===== src/common/aatg_consts.svh =====
// Constants for the audio amplitude transmit gate
`ifndef AATG_CONSTS_SVH
`define AATG_CONSTS_SVH
`define AATG_REG_CTRL 32'h0000_0000
`define AATG_REG_THRESH 32'h0000_0004
`define AATG_REG_MEAS 32'h0000_0008
`define AATG_REG_STATUS 32'h0000_000C
`define AATG_REG_PERIOD 32'h0000_0010
`define AATG_REG_CYCLES 32'h0000_0014
`define AATG_REG_RATE 32'h0000_0018
`define AATG_RISE_PCT_RST 7'h50
`define AATG_FALL_PCT_RST 7'h3C
`define AATG_MIN_CYC_RST 16'h0001
`define AATG_MIN_SMP_RST 16'h01E0
`define AATG_FULL_SCALE 17'h0_8000
`define AATG_SAMPLE_RATE 32'h0000_BB80
`define AATG_MCLK_RATIO 32'h0000_0200
`define AATG_REF_HZ 32'h017D_7840
`define AATG_PLL_MUL 32'h0000_0075
`define AATG_DIV_A 32'h0000_0011
`define AATG_DIV_B 32'h0000_0007
`define AATG_USB_FRAME_HZ 32'h0000_03E8
`define AATG_RESP_OKAY 2'h0
`define AATG_RESP_SLVERR 2'h2
`endif


===== src/common/aatg_pkg.sv =====
// Types for the audio amplitude transmit gate
package aatg_pkg;
    typedef struct packed {
        logic signed [15:0] left;
        logic signed [15:0] right;
    } aatg_sample_t;
    typedef struct packed {
        logic [6:0] rise_pct;
        logic [6:0] fall_pct;
        logic [15:0] min_cycles;
        logic [15:0] min_samples;
    } aatg_cfg_t;
    typedef enum logic [1:0] {
        AATG_IDLE = 2'b00,
        AATG_ARMED = 2'b01,
        AATG_KEYED = 2'b10
    } aatg_state_t;
endpackage


===== src/logic/aatg_thresh_cmp.sv =====
// Percentage-of-full-scale comparator for a peak magnitude
`include "aatg_consts.svh"
module aatg_thresh_cmp (
    input wire logic [16:0] peak,
    input wire logic [6:0] pct,
    output logic at_or_above
);
    // Compare peak*100 against pct*full scale to avoid a divider
    wire [23:0] lhs = {7'h00, peak} * 24'd100;
    wire [23:0] rhs = {17'h0_0000, pct} * {7'h00, `AATG_FULL_SCALE};
    assign at_or_above = lhs >= rhs;
endmodule


===== src/logic/aatg_gate.sv =====
// Audio amplitude transmit gate with zero-crossing cycle timing
// Overview of operation
// Ignore audio cycles for measurement until peak reaches start percentage.
// Never key transmitter before amplitude has reached the start percentage.
// Key up once cycle peak drops below the stop percentage.
// Start threshold resets to eighty percent, stop threshold to sixty.
// Software should keep stop below start, both moderate.
// Software should not set start near full scale.
// Host supplies signed 16-bit samples; percentages judged on that range.
// Stream presents as stereo 48 ksps with 24-bit sample slots.
// Samples arrive in full-speed packets, 1000 per second, no shared clock.
// All clocks derive from one 25 MHz reference.
// Audio master clock runs at 512 times the sample rate.
// Master clock is reference times 117, divided by 17 and 7.
// No rate matching: every sample counts as one 48000th second.
// Transmit output is fully on or off, no shaping.
// Cycle boundary is a positive sample followed by a negative one.
// Measurement closes after both minimum cycles and samples are exceeded.
// Each cycle's peak magnitude is compared to the percentages.
//
// Design decisions made here: the register offsets and the AXI4-Lite slave port.
`include "aatg_consts.svh"
module aatg_gate (
    input wire logic mclk,
    input wire logic reset,
    input wire logic [31:0] s_axi_awaddr,
    input wire logic s_axi_awvalid,
    output logic s_axi_awready,
    input wire logic [31:0] s_axi_wdata,
    input wire logic [3:0] s_axi_wstrb,
    input wire logic s_axi_wvalid,
    output logic s_axi_wready,
    output logic [1:0] s_axi_bresp,
    output logic s_axi_bvalid,
    input wire logic s_axi_bready,
    input wire logic [31:0] s_axi_araddr,
    input wire logic s_axi_arvalid,
    output logic s_axi_arready,
    output logic [31:0] s_axi_rdata,
    output logic [1:0] s_axi_rresp,
    output logic s_axi_rvalid,
    input wire logic s_axi_rready,
    input wire logic [47:0] smp_data,
    input wire logic smp_valid,
    output logic smp_ready,
    output logic tx_key,
    output logic meas_valid,
    output logic [31:0] meas_samples,
    output logic [15:0] meas_cycles
);
    // Stereo 24-bit slots; the signed 16-bit audio sits in the top bits
    wire aatg_pkg::aatg_sample_t smp;
    assign smp.left = smp_data[47:32];
    assign smp.right = smp_data[23:8];
    // One sample per handshake, no buffer, never stalled: no rate matching
    assign smp_ready = 1'b1;
    wire smp_take = smp_valid;

    aatg_pkg::aatg_cfg_t cfg_reg;
    logic gate_en_reg;
    aatg_pkg::aatg_state_t state_reg;
    logic signed [15:0] prev_reg;
    logic [16:0] peak_reg;
    logic [31:0] smp_cnt_reg;
    logic [15:0] cyc_cnt_reg;
    logic [31:0] meas_samples_reg;
    logic [15:0] meas_cycles_reg;
    logic meas_valid_reg;
    logic [31:0] meas_total_reg;

    // Zero crossing and peak tracking
    wire signed [15:0] cur = smp.left;
    wire [16:0] cur_mag = cur[15] ? (17'h0_0000 - {cur[15], cur}) : {1'b0, cur};
    wire zc = smp_take && (prev_reg > 16'sd0) && cur[15];
    wire [16:0] cyc_peak = (cur_mag > peak_reg) ? cur_mag : peak_reg;
    wire rise_ok;
    wire fall_ok;
    aatg_thresh_cmp u_rise (
        .peak(cyc_peak),
        .pct(cfg_reg.rise_pct),
        .at_or_above(rise_ok)
    );
    aatg_thresh_cmp u_fall (
        .peak(cyc_peak),
        .pct(cfg_reg.fall_pct),
        .at_or_above(fall_ok)
    );

    // Gate state: armed when enabled, keyed once a cycle peak reaches rise
    wire go_key = zc && (state_reg == aatg_pkg::AATG_ARMED) && rise_ok;
    wire go_unkey = zc && (state_reg == aatg_pkg::AATG_KEYED) && !fall_ok;
    aatg_pkg::aatg_state_t state_next;
    always_comb begin
        state_next = state_reg;
        case (state_reg)
            aatg_pkg::AATG_IDLE: begin
                if (gate_en_reg) begin
                    state_next = aatg_pkg::AATG_ARMED;
                end
            end
            aatg_pkg::AATG_ARMED: begin
                if (!gate_en_reg) begin
                    state_next = aatg_pkg::AATG_IDLE;
                end else if (go_key) begin
                    state_next = aatg_pkg::AATG_KEYED;
                end
            end
            aatg_pkg::AATG_KEYED: begin
                if (!gate_en_reg) begin
                    state_next = aatg_pkg::AATG_IDLE;
                end else if (go_unkey) begin
                    state_next = aatg_pkg::AATG_ARMED;
                end
            end
            default: begin
                state_next = aatg_pkg::AATG_IDLE;
            end
        endcase
    end
    wire keyed = state_reg == aatg_pkg::AATG_KEYED;

    // Measurement counters run only while keyed; the cycle that keys starts one
    wire meas_run = keyed && !go_unkey;
    wire cyc_done = zc && meas_run;
    wire [15:0] cyc_cnt_inc = cyc_cnt_reg + 16'h0001;
    wire [31:0] smp_cnt_inc = smp_cnt_reg + 32'h0000_0001;
    wire meas_close = cyc_done && (cyc_cnt_inc > cfg_reg.min_cycles)
        && (smp_cnt_inc > {16'h0000, cfg_reg.min_samples});
    wire [31:0] smp_cnt_next = (go_key || meas_close || !meas_run) ? 32'h0000_0000
        : (smp_take ? smp_cnt_inc : smp_cnt_reg);
    wire [15:0] cyc_cnt_next = (go_key || meas_close || !meas_run) ? 16'h0000
        : (cyc_done ? cyc_cnt_inc : cyc_cnt_reg);
    wire [16:0] peak_next = zc ? cur_mag : (smp_take ? cyc_peak : peak_reg);

    // AXI4-Lite write: address and data accepted in either order
    logic aw_hold_reg;
    logic w_hold_reg;
    logic [31:0] awaddr_reg;
    logic [31:0] wdata_reg;
    logic [3:0] wstrb_reg;
    logic bvalid_reg;
    logic [1:0] bresp_reg;
    assign s_axi_awready = !aw_hold_reg && !bvalid_reg;
    assign s_axi_wready = !w_hold_reg && !bvalid_reg;
    wire aw_fire = s_axi_awvalid && s_axi_awready;
    wire w_fire = s_axi_wvalid && s_axi_wready;
    wire aw_have = aw_hold_reg || aw_fire;
    wire w_have = w_hold_reg || w_fire;
    wire [31:0] wr_addr = aw_hold_reg ? awaddr_reg : s_axi_awaddr;
    wire [31:0] wr_data = w_hold_reg ? wdata_reg : s_axi_wdata;
    wire [3:0] wr_strb = w_hold_reg ? wstrb_reg : s_axi_wstrb;
    wire wr_do = aw_have && w_have && !bvalid_reg;
    wire [31:0] wr_word = {wr_addr[31:2], 2'b00};
    wire wr_ctrl = wr_do && wr_word == `AATG_REG_CTRL;
    wire wr_thr = wr_do && wr_word == `AATG_REG_THRESH;
    wire wr_meas = wr_do && wr_word == `AATG_REG_MEAS;
    wire wr_ok = wr_ctrl || wr_thr || wr_meas || wr_word == `AATG_REG_STATUS
        || wr_word == `AATG_REG_PERIOD || wr_word == `AATG_REG_CYCLES || wr_word == `AATG_REG_RATE;
    wire [31:0] thr_old = {9'h000, cfg_reg.fall_pct, 9'h000, cfg_reg.rise_pct};
    wire [31:0] meas_old = {cfg_reg.min_samples, cfg_reg.min_cycles};
    function automatic [31:0] merge(input [31:0] old, input [31:0] nw, input [3:0] st);
        integer i;
        merge = old;
        for (i = 0; i < 4; i = i + 1) begin
            if (st[i]) begin
                merge[i*8 +: 8] = nw[i*8 +: 8];
            end
        end
    endfunction
    wire [31:0] thr_new = merge(thr_old, wr_data, wr_strb);
    wire [31:0] meas_new = merge(meas_old, wr_data, wr_strb);
    wire stat_clear = wr_do && wr_word == `AATG_REG_STATUS && wr_strb[0] && wr_data[1];

    // AXI4-Lite read
    logic rvalid_reg;
    logic [31:0] rdata_reg;
    logic [1:0] rresp_reg;
    assign s_axi_arready = !rvalid_reg;
    wire ar_fire = s_axi_arvalid && s_axi_arready;
    wire [31:0] rd_word = {s_axi_araddr[31:2], 2'b00};
    // Master clock figures are fixed by the clock tree; only the sample rate is exposed, read-only
    wire [31:0] mclk_num = `AATG_REF_HZ * `AATG_PLL_MUL;
    wire [31:0] rate_word = `AATG_SAMPLE_RATE;
    wire [31:0] stat_word = {16'h0000, meas_cycles_reg[7:0], 4'h0, 1'b0, meas_valid_reg, keyed,
        state_reg == aatg_pkg::AATG_ARMED};
    wire rd_ok = rd_word == `AATG_REG_CTRL || rd_word == `AATG_REG_THRESH || rd_word == `AATG_REG_MEAS
        || rd_word == `AATG_REG_STATUS || rd_word == `AATG_REG_PERIOD || rd_word == `AATG_REG_CYCLES
        || rd_word == `AATG_REG_RATE;
    wire [31:0] rd_val = (rd_word == `AATG_REG_CTRL) ? {31'h0000_0000, gate_en_reg}
        : (rd_word == `AATG_REG_THRESH) ? thr_old
        : (rd_word == `AATG_REG_MEAS) ? meas_old
        : (rd_word == `AATG_REG_STATUS) ? stat_word
        : (rd_word == `AATG_REG_PERIOD) ? meas_samples_reg
        : (rd_word == `AATG_REG_CYCLES) ? {16'h0000, meas_cycles_reg}
        : (rd_word == `AATG_REG_RATE) ? rate_word ^ (mclk_num & 32'h0000_0000)
        : 32'h0000_0000;

    always_ff @(posedge mclk or posedge reset) begin
        if (reset) begin
            cfg_reg.rise_pct <= `AATG_RISE_PCT_RST;
            cfg_reg.fall_pct <= `AATG_FALL_PCT_RST;
            cfg_reg.min_cycles <= `AATG_MIN_CYC_RST;
            cfg_reg.min_samples <= `AATG_MIN_SMP_RST;
            gate_en_reg <= 1'b1;
        end else begin
            if (wr_ctrl && wr_strb[0]) begin
                gate_en_reg <= wr_data[0];
            end
            if (wr_thr) begin
                cfg_reg.rise_pct <= thr_new[6:0];
                cfg_reg.fall_pct <= thr_new[22:16];
            end
            if (wr_meas) begin
                cfg_reg.min_cycles <= meas_new[15:0];
                cfg_reg.min_samples <= meas_new[31:16];
            end
        end
    end

    always_ff @(posedge mclk or posedge reset) begin
        if (reset) begin
            state_reg <= aatg_pkg::AATG_IDLE;
            prev_reg <= 16'sd0;
            peak_reg <= 17'h0_0000;
            smp_cnt_reg <= 32'h0000_0000;
            cyc_cnt_reg <= 16'h0000;
        end else begin
            state_reg <= state_next;
            if (smp_take) begin
                prev_reg <= cur;
            end
            peak_reg <= peak_next;
            smp_cnt_reg <= smp_cnt_next;
            cyc_cnt_reg <= cyc_cnt_next;
        end
    end

    // Sample count is the period in 1/48000 s units; no timer needed
    always_ff @(posedge mclk or posedge reset) begin
        if (reset) begin
            meas_samples_reg <= 32'h0000_0000;
            meas_cycles_reg <= 16'h0000;
            meas_valid_reg <= 1'b0;
            meas_total_reg <= 32'h0000_0000;
        end else begin
            if (meas_close) begin
                meas_samples_reg <= smp_cnt_inc;
                meas_cycles_reg <= cyc_cnt_inc;
                meas_total_reg <= meas_total_reg + 32'h0000_0001;
            end
            // Set wins over a simultaneous software clear
            meas_valid_reg <= meas_close || (meas_valid_reg && !stat_clear);
        end
    end

    always_ff @(posedge mclk or posedge reset) begin
        if (reset) begin
            aw_hold_reg <= 1'b0;
            w_hold_reg <= 1'b0;
            awaddr_reg <= 32'h0000_0000;
            wdata_reg <= 32'h0000_0000;
            wstrb_reg <= 4'h0;
            bvalid_reg <= 1'b0;
            bresp_reg <= `AATG_RESP_OKAY;
        end else begin
            if (aw_fire) begin
                awaddr_reg <= s_axi_awaddr;
            end
            if (w_fire) begin
                wdata_reg <= s_axi_wdata;
                wstrb_reg <= s_axi_wstrb;
            end
            aw_hold_reg <= aw_have && !wr_do;
            w_hold_reg <= w_have && !wr_do;
            if (wr_do) begin
                bvalid_reg <= 1'b1;
                bresp_reg <= wr_ok ? `AATG_RESP_OKAY : `AATG_RESP_SLVERR;
            end else if (s_axi_bready) begin
                bvalid_reg <= 1'b0;
            end
        end
    end

    always_ff @(posedge mclk or posedge reset) begin
        if (reset) begin
            rvalid_reg <= 1'b0;
            rdata_reg <= 32'h0000_0000;
            rresp_reg <= `AATG_RESP_OKAY;
        end else if (ar_fire) begin
            rvalid_reg <= 1'b1;
            rdata_reg <= rd_val;
            rresp_reg <= rd_ok ? `AATG_RESP_OKAY : `AATG_RESP_SLVERR;
        end else if (s_axi_rready) begin
            rvalid_reg <= 1'b0;
        end
    end

    assign s_axi_bvalid = bvalid_reg;
    assign s_axi_bresp = bresp_reg;
    assign s_axi_rvalid = rvalid_reg;
    assign s_axi_rdata = rdata_reg;
    assign s_axi_rresp = rresp_reg;
    // Key is a plain on/off level; power is never stepped
    assign tx_key = keyed;
    assign meas_valid = meas_valid_reg;
    assign meas_samples = meas_samples_reg;
    assign meas_cycles = meas_cycles_reg;
endmodule


===== config.mk =====
export PLATFORM = sky130hd
export DESIGN_NAME = aatg_gate
export DESIGN_NICKNAME = d
export VERILOG_FILES = /design/src/common/aatg_pkg.sv /design/src/logic/aatg_thresh_cmp.sv /design/src/logic/aatg_gate.sv
export VERILOG_INCLUDE_DIRS = /design/src /design/src/common
export SDC_FILE = /design/constraint.sdc
export NUM_CORES = 1
export LEC_CHECK = 0
export BUFFER_PORTS_ARGS = -buffer_cell sky130_fd_sc_hd__buf_2
export CAP_MARGIN = 20
export CORE_ASPECT_RATIO = 1.1
export CORE_UTILIZATION = 25
export DETAILED_ROUTE_END_ITERATION = 8
export GPL_TIMING_DRIVEN = 0
export PLACE_DENSITY_LB_ADDON = 0.08
export SLEW_MARGIN = 10
export SYNTH_ARGS = -nofsm -noshare
export SYNTH_HDL_FRONTEND = slang
export SYNTH_SLANG_ARGS = --single-unit
export TNS_END_PERCENT = 100

===== constraint.sdc =====
create_clock -name mclk -period 28.2 [get_ports mclk]
set_clock_uncertainty 0.15 [all_clocks]
set_input_delay 5.64 -clock mclk [delete_from_list [all_inputs] [get_ports mclk]]
set_output_delay 5.64 -clock mclk [all_outputs]
set_load 0.05 [all_outputs]

==> After elaboration in Yosys (flattened, before gate mapping) <==
Cells that the tools add are included.
{ "totals": {"output_inout_bits": 92, "ff_bits": 287, "inputBits": 156} }
{ "op_classes": {"order_cmp": 6, "n_addsub": 3, "mul": 1, "eq_ne": 17, "reduce_logical": 68, "mux": 30} }
{ "ops": {"columns": ["cell", "n"], "rows": [
  ["$mux W32", 9],
  ["$eq A30 B3 Y1 const B", 6],
  ["$eq A30 B2 Y1 const B", 4],
  ["$mux W17", 4],
  ["$logic_not A32 Y1", 2],
  ["$mux W16", 4],
  ["$eq A30 B1 Y1 const B", 2],
  ["$ge A24 B22 Y1", 2],
  ["$add A32 B1 Y32 const B", 1],
  ["$gt A32 B16 Y1", 1],
  ["$logic_and A1 B1 Y1", 27],
  ["$mul A17 B5 Y22 const B", 1],
  ["$gt A17 B17 Y1", 1],
  ["$logic_or A1 B1 Y1", 17],
  ["$sub A1 B16 Y17 const A", 1],
  ["$add A16 B1 Y16 const B", 1],
  ["$gt A16 B1 Y1 const B", 1],
  ["$gt A16 B16 Y1", 1],
  ["$mux W2", 7],
  ["$reduce_and A2 Y1", 6],
  ["$reduce_bool A2 Y1", 5],
  ["$logic_not A1 Y1", 9],
  ["$ne A3 B3 Y1 const B", 2],
  ["$pmux W2 S3", 1],
  ["other kinds (7)", 10]
]} }

==> Logic depth before layout (Yosys ltp) <==
{ "logic_depth": {"ltp_word": 16, "mapped_depth": 41, "depth_no_buf": 38} }

==> Modules after synthesis <==
Synthesis repeated with hierarchy kept, for this count alone.
{ "hier_totals": {"cells_unflattened": 1876, "hier_area_um2": 18557.8} }
{ "by_module_without_submodules": {"columns": ["mod", "cells_per_inst", "instances", "seq_area_each_um2", "area_each_um2"], "rows": [
  ["aatg_gate", 1475, 1, 7096.8, 14995.6],
  ["aatg_thresh_cmp at u_rise", 208, 1, 0.0, 1814.2],
  ["aatg_thresh_cmp at u_fall", 193, 1, 0.0, 1747.9]
]} }

==> Worst setup path before layout <==
No wires, ideal clock.
{ "synth_timing": {"path_type": "input to register", "from": "input port smp_data[39]", "to": "register meas_cycles_reg[1] (netlist: meas_cycles[1])", "path_slack_ps": 14208, "path_stages": 38, "required_ps": 27925, "n_path_buf": 4, "arrival_time_ps": 13717, "path_cell_list": "or4_1 nor2_1 nand2_1 o31ai_1 xnor2_1 ha_1 nand4_1 or3_1 o21a_1 or2_2 clkbuf_1 clkbuf_1 o21ai_0 ha_1 ha_1 inv_1 fa_1 inv_1 (+2 left out) o21ai_0 a21boi_0 nor2b_1 a31o_2 a21oi_1 o21bai_1 a21oi_1 xnor2_1 ha_1 nand2_1 o311ai_0 o21ai_0 o31ai_1 a21o_1 nand3_2 buf_6 buf_6 mux2_4"} }
{ "synth_via": {"elab_chain_len": 13} }
{ "synth_lines": {"columns": ["element", "line", "source"], "rows": [
  ["start: declaration", "aatg_gate.sv:43", "input wire logic [47:0] smp_data,"],
  ["$sub A1 B16 Y17", "aatg_gate.sv:73", "wire [16:0] cur_mag = cur[15] ? (17'h0_0000 - {cur[15], cur}) : {1'b0, cur};"],
  ["$mux W17 (*)", "aatg_gate.sv:73", null],
  ["$gt A17 B17 Y1", "aatg_gate.sv:75", "wire [16:0] cyc_peak = (cur_mag > peak_reg) ? cur_mag : peak_reg;"],
  ["$mux W17 (*)", "aatg_gate.sv:75", null],
  ["$mul A17 B5 Y22 (*)", "aatg_thresh_cmp.sv:9", "wire [23:0] lhs = {7'h00, peak} * 24'd100;"],
  ["$ge A24 B22 Y1 (*)", "aatg_thresh_cmp.sv:11", "assign at_or_above = lhs >= rhs;"],
  ["$logic_not A1 Y1 (*)", "aatg_gate.sv:91", "wire go_unkey = zc && (state_reg == aatg_pkg::AATG_KEYED) && !fall_ok;"],
  ["$logic_and A1 B1 Y1 (*)", "aatg_gate.sv:91", null],
  ["$logic_not A1 Y1 (*)", "aatg_gate.sv:123", "wire meas_run = keyed && !go_unkey;"],
  ["$logic_and A1 B1 Y1 (*)", "aatg_gate.sv:123", null],
  ["$logic_and A1 B1 Y1 (*)", "aatg_gate.sv:124", "wire cyc_done = zc && meas_run;"],
  ["$logic_and A1 B1 Y1 (*)", "aatg_gate.sv:127", "wire meas_close = cyc_done && (cyc_cnt_inc > cfg_reg.min_cycles)"],
  ["$logic_and A1 B1 Y1 (*)", "aatg_gate.sv:128", "&& (smp_cnt_inc > {16'h0000, cfg_reg.min_samples});"],
  ["end signal: assignment", "aatg_gate.sv:248", "meas_cycles_reg <= cyc_cnt_inc;"],
  ["end: declaration", "aatg_gate.sv:67", "logic [15:0] meas_cycles_reg;"]
]} }
Mark *: on every way between the ends. The rest lies on a longest branch, timed or not.
A chain may end at the register's enable or synchronous reset.

==> Final worst setup path <==
{ "layout_timing": {"from": "input port smp_data[32]", "to": "register smp_cnt_reg[17]"} }
{ "layout_via": {"elab_chain_len": 16} }
{ "layout_lines": {"columns": ["element", "line", "source"], "rows": [
  ["$sub A1 B16 Y17", "aatg_gate.sv:73", null],
  ["$mux W17 (*)", "aatg_gate.sv:73", null],
  ["$gt A17 B17 Y1", "aatg_gate.sv:75", null],
  ["$mux W17 (*)", "aatg_gate.sv:75", null],
  ["$mul A17 B5 Y22 (*)", "aatg_thresh_cmp.sv:9", null],
  ["$ge A24 B22 Y1", "aatg_thresh_cmp.sv:11", null],
  ["$logic_not A1 Y1", "aatg_gate.sv:91", null],
  ["$logic_and A1 B1 Y1", "aatg_gate.sv:91", null],
  ["$logic_not A1 Y1", "aatg_gate.sv:123", null],
  ["$logic_and A1 B1 Y1", "aatg_gate.sv:123", null],
  ["$logic_and A1 B1 Y1", "aatg_gate.sv:124", null],
  ["$logic_and A1 B1 Y1", "aatg_gate.sv:127", null],
  ["$logic_and A1 B1 Y1", "aatg_gate.sv:128", null],
  ["$logic_or A1 B1 Y1", "aatg_gate.sv:129", "wire [31:0] smp_cnt_next = (go_key || meas_close || !meas_run) ? 32'h0000_0000"],
  ["$logic_or A1 B1 Y1 (*)", "aatg_gate.sv:129", null],
  ["$mux W32 / $reduce_bool A2 Y1 (equally long branches)", null, null],
  ["end signal: assignment", "aatg_gate.sv:233", "smp_cnt_reg <= smp_cnt_next;"],
  ["end: declaration", "aatg_gate.sv:64", "logic [31:0] smp_cnt_reg;"]
]} }
Marked as above.

==> impl_metrics.toml <==
[synthesis]
syn-cell-area_um2 = 17200
ys.flop_type = "dfrtp_1"
async_reset_ff_share_pct = 100
syn_inst = 1740
syn-mean-instance-area_um2 = 9.91
synth_cell_types = 72
synth_warnings = 0
ys_seq_area_share_pct = 41.1
ys_ff_latch = 283
synth_edf_count = 0

[min_path]
worstHoldStart = "s_axi_rdata[18]"
min_path_type = "flip-flop to flip-flop"

[pwr]
intPower_mw = 1.03
switchingPower_mw = 0.613
pwr-share-seq_pct = 30.1
clkPwrFrac_pct = 27.7
p_total_mw = 1.65
p_comb_share_pct = 42.2
p_per_area_nw_per_um2 = 79.5
p_leak_nw = 9.62
peakVddDrop_mv = 0.0366
swShare_pct = 37.3

[sta]
min_period_over_period_pct = 55.3
setup_tns_ps = 0
slew_headroom_pct = 28.6
finalMaxSlewViolations = 0
fmax_mhz = 64.2
grt_setup_unrepaired = "false"
hold_viol_final = 0
setup_viol = 0
post-route-min-period_ps = 15590
worstMarginPinSlew_ps = 1070

[drt]
final_antenna_net_count = 0
wl_mm = 58.1
viasPerCell = 4.65
dr_total_vias = 13600
dr.pass1.iters = 7
drtIter0Drc = 627
route.detailed.drc = 0
wire_per_inst_um = 19.8

[clock_tree]
numClockSinks = 283
cts_tree = "done"
cts_max_level = 2
cts_hold_buf = 0
root_buffer = "clkbuf_16"
post_cts_resized = 0
clockBufferDepth = 3
post_cts_buffers = 0
insertion_delay_ps = 550
cts_made_buffers = 37
path_clk_slew_ps = 50

[worst_setup_path]
cp-end-kind = "flip-flop"
startpoint_type = "primary input"
r2r-start = "peak_reg[4]"
required_ps = 28440
critPathKind = "primary input to flip-flop"
slowest_delay_ps = 770
cpMaxStageDelayCell = "a2111oi_0"
arrival_ps = 15830
cp-startpoint = "smp_data[32]"
crit_fanout = 10
r2r_slack_ps = 18430
crit_top_cell = "ha_1"

[place]
place.gp.congestion = 0.816
dp_hpwl_mm = 45.8
place.port_buffers = 206

[status]
status = "finished clean"

[layout]
num_antenna_cells = 0
fin_nets = 2284
syn2layout_area_growth_pct = 20.1
drive_above_1_share_pct = 22.6
nFillCells = 7101
largest_register_ffs = 46

[flow_run]
max_cap_viol_count = 0

[floorplanning]
initial_utilization_pct = 25.4
die-width_um = 252
core_um2 = 67900
die_y_um = 277
fp-row-count = 100
ioPinCount = 248
dieArea_um2 = 70100

[global_routing]
grt_pass1_vias = 14100
grt_usage_pct = 16.6
grt_pass1_wl_mm = 88.4
grt_antenna_before_repair = 2
grt_overflow = 0
grt_start_max_net_pins = 93
## final timing paths
kind,end,cells after the start
setup / recovery,smp_cnt_reg[17],40
hold / removal,s_axi_rdata[18],2
setup reg to reg,smp_cnt_reg[17],34
hold reg to reg,s_axi_rdata[18],2
max in group asynchronous,meas_cycles[13],4
min in group asynchronous,peak_reg[4],2
## synthesized netlist by cell type (all sizes together) (24+ instances only)
cell,count,area share [%]
clkbuf,57,1.2
nand2,143,3.1
nor3,28,0.84
xnor2,62,3.1
ha,124,9.0
buf,30,0.88
nor2,104,2.3
dfrtp,271,39
xor2,45,2.3
o21ai,103,3.0
nor4,26,1.1
nand4,36,1.3
nand3,51,1.6
and3,24,0.87
mux2,152,10
mux2i,41,2.4
a21oi,66,1.9
inv,143,3.1
## cell type report
| cell class | instances | area, um^2 | area share (%) |
|---|---|---|---|
| Multi-Input combinational cell | 1229 | 9280 | 44.8 |
| Sequential cell | 283 | 7100 | 34.3 |
| Tap cell | 918 | 1150 | 5.55 |
| Timing Repair Buffer | 211 | 1140 | 5.52 |
| Clock buffer | 61 | 1100 | 5.29 |
| Inverter | 143 | 544 | 2.63 |
| Buffer | 87 | 365 | 1.76 |
| Clock inverter | 3 | 40.0 | 0.193 |
## stage by stage
stage	worst slack, ps	cells	hold WS, ps	utilization, %	instance area, um^2
floorplan	14210	1742	300	-	17300
global placement	9970	2866	308	28.6	19400
detailed placement	11860	2871	321	28.8	19600
CTS	12390	2935	333	30.5	20700
global route	11440	2935	350	30.5	20700
finish	12610	2935	327	30.5	20700
## cells in the final DEF, fill, tap and decap left out, drive strengths merged, types with 5 or more instances in the layout
cell	netlist	routed
a22o	7	7
nor4	26	26
o211ai	11	11
nand3	51	51
o31ai	18	18
nor2b	11	11
a22oi	11	11
clkbuf	57	118
or3	7	7
a31oi	5	5
o21ai	103	103
and3	24	24
mux2	152	152
nand2b	19	19
nor2	104	104
fa	12	12
dfstp	12	12
a21o	10	10
nand4	36	36
o21a	18	18
mux2i	41	41
buf	30	241
a21oi	66	66
xor2	45	45
xnor2	62	62
a211oi	7	7
o2bb2ai	6	6
ha	124	124
inv	143	143
and2	8	8
dfrtp	271	271
a222oi	12	12
nor3	28	28
nand2	143	143
## metal layers
layer	part of all wire (%)	track usage [%]
met4	2.3	4.54
met5	0.040	0
met3	3.7	2.49
met2	48	28.2
met1	46	21.8
## worst max-delay path: cells and delay by family
| family | cells | cell delay, ps |
|---|---|---|
| xor gates and xnor gates | 2 | 500 |
| adders and majority gates | 7 | 2320 |
| AOI/OAI and AO/OA | 17 | 4890 |
| and+or+nand+nor | 6 | 650 |
| buffers and inverters | 8 | 1800 |
## cell families after synthesis
| family | synth area share (%) |
|---|---|
| compound gates | 11.8 |
| simple gates | 13.6 |
| mux | 12.4 |
| other cells | 0.0435 |
| fa+ha+maj | 10.4 |
| flops | 41.1 |
| xor+xnor | 5.43 |
| buf+inv | 5.23 |
## power by group through the flow
| stage | combinational [mW] | clock [mW] | sequential, mW |
|---|---|---|---|
| final | 0.695 | 0.455 | 0.496 |
| after global routing | 0.791 | 0.489 | 0.503 |
| after CTS | 0.707 | 0.475 | 0.496 |
| after detailed placement | 0.702 | 0 | 0.503 |
| after global placement | 0.692 | 0 | 0.502 |
| after floorplan | 0.519 | 0 | 0.499 |
Note: power is estimated with default switching activity, not from simulation.
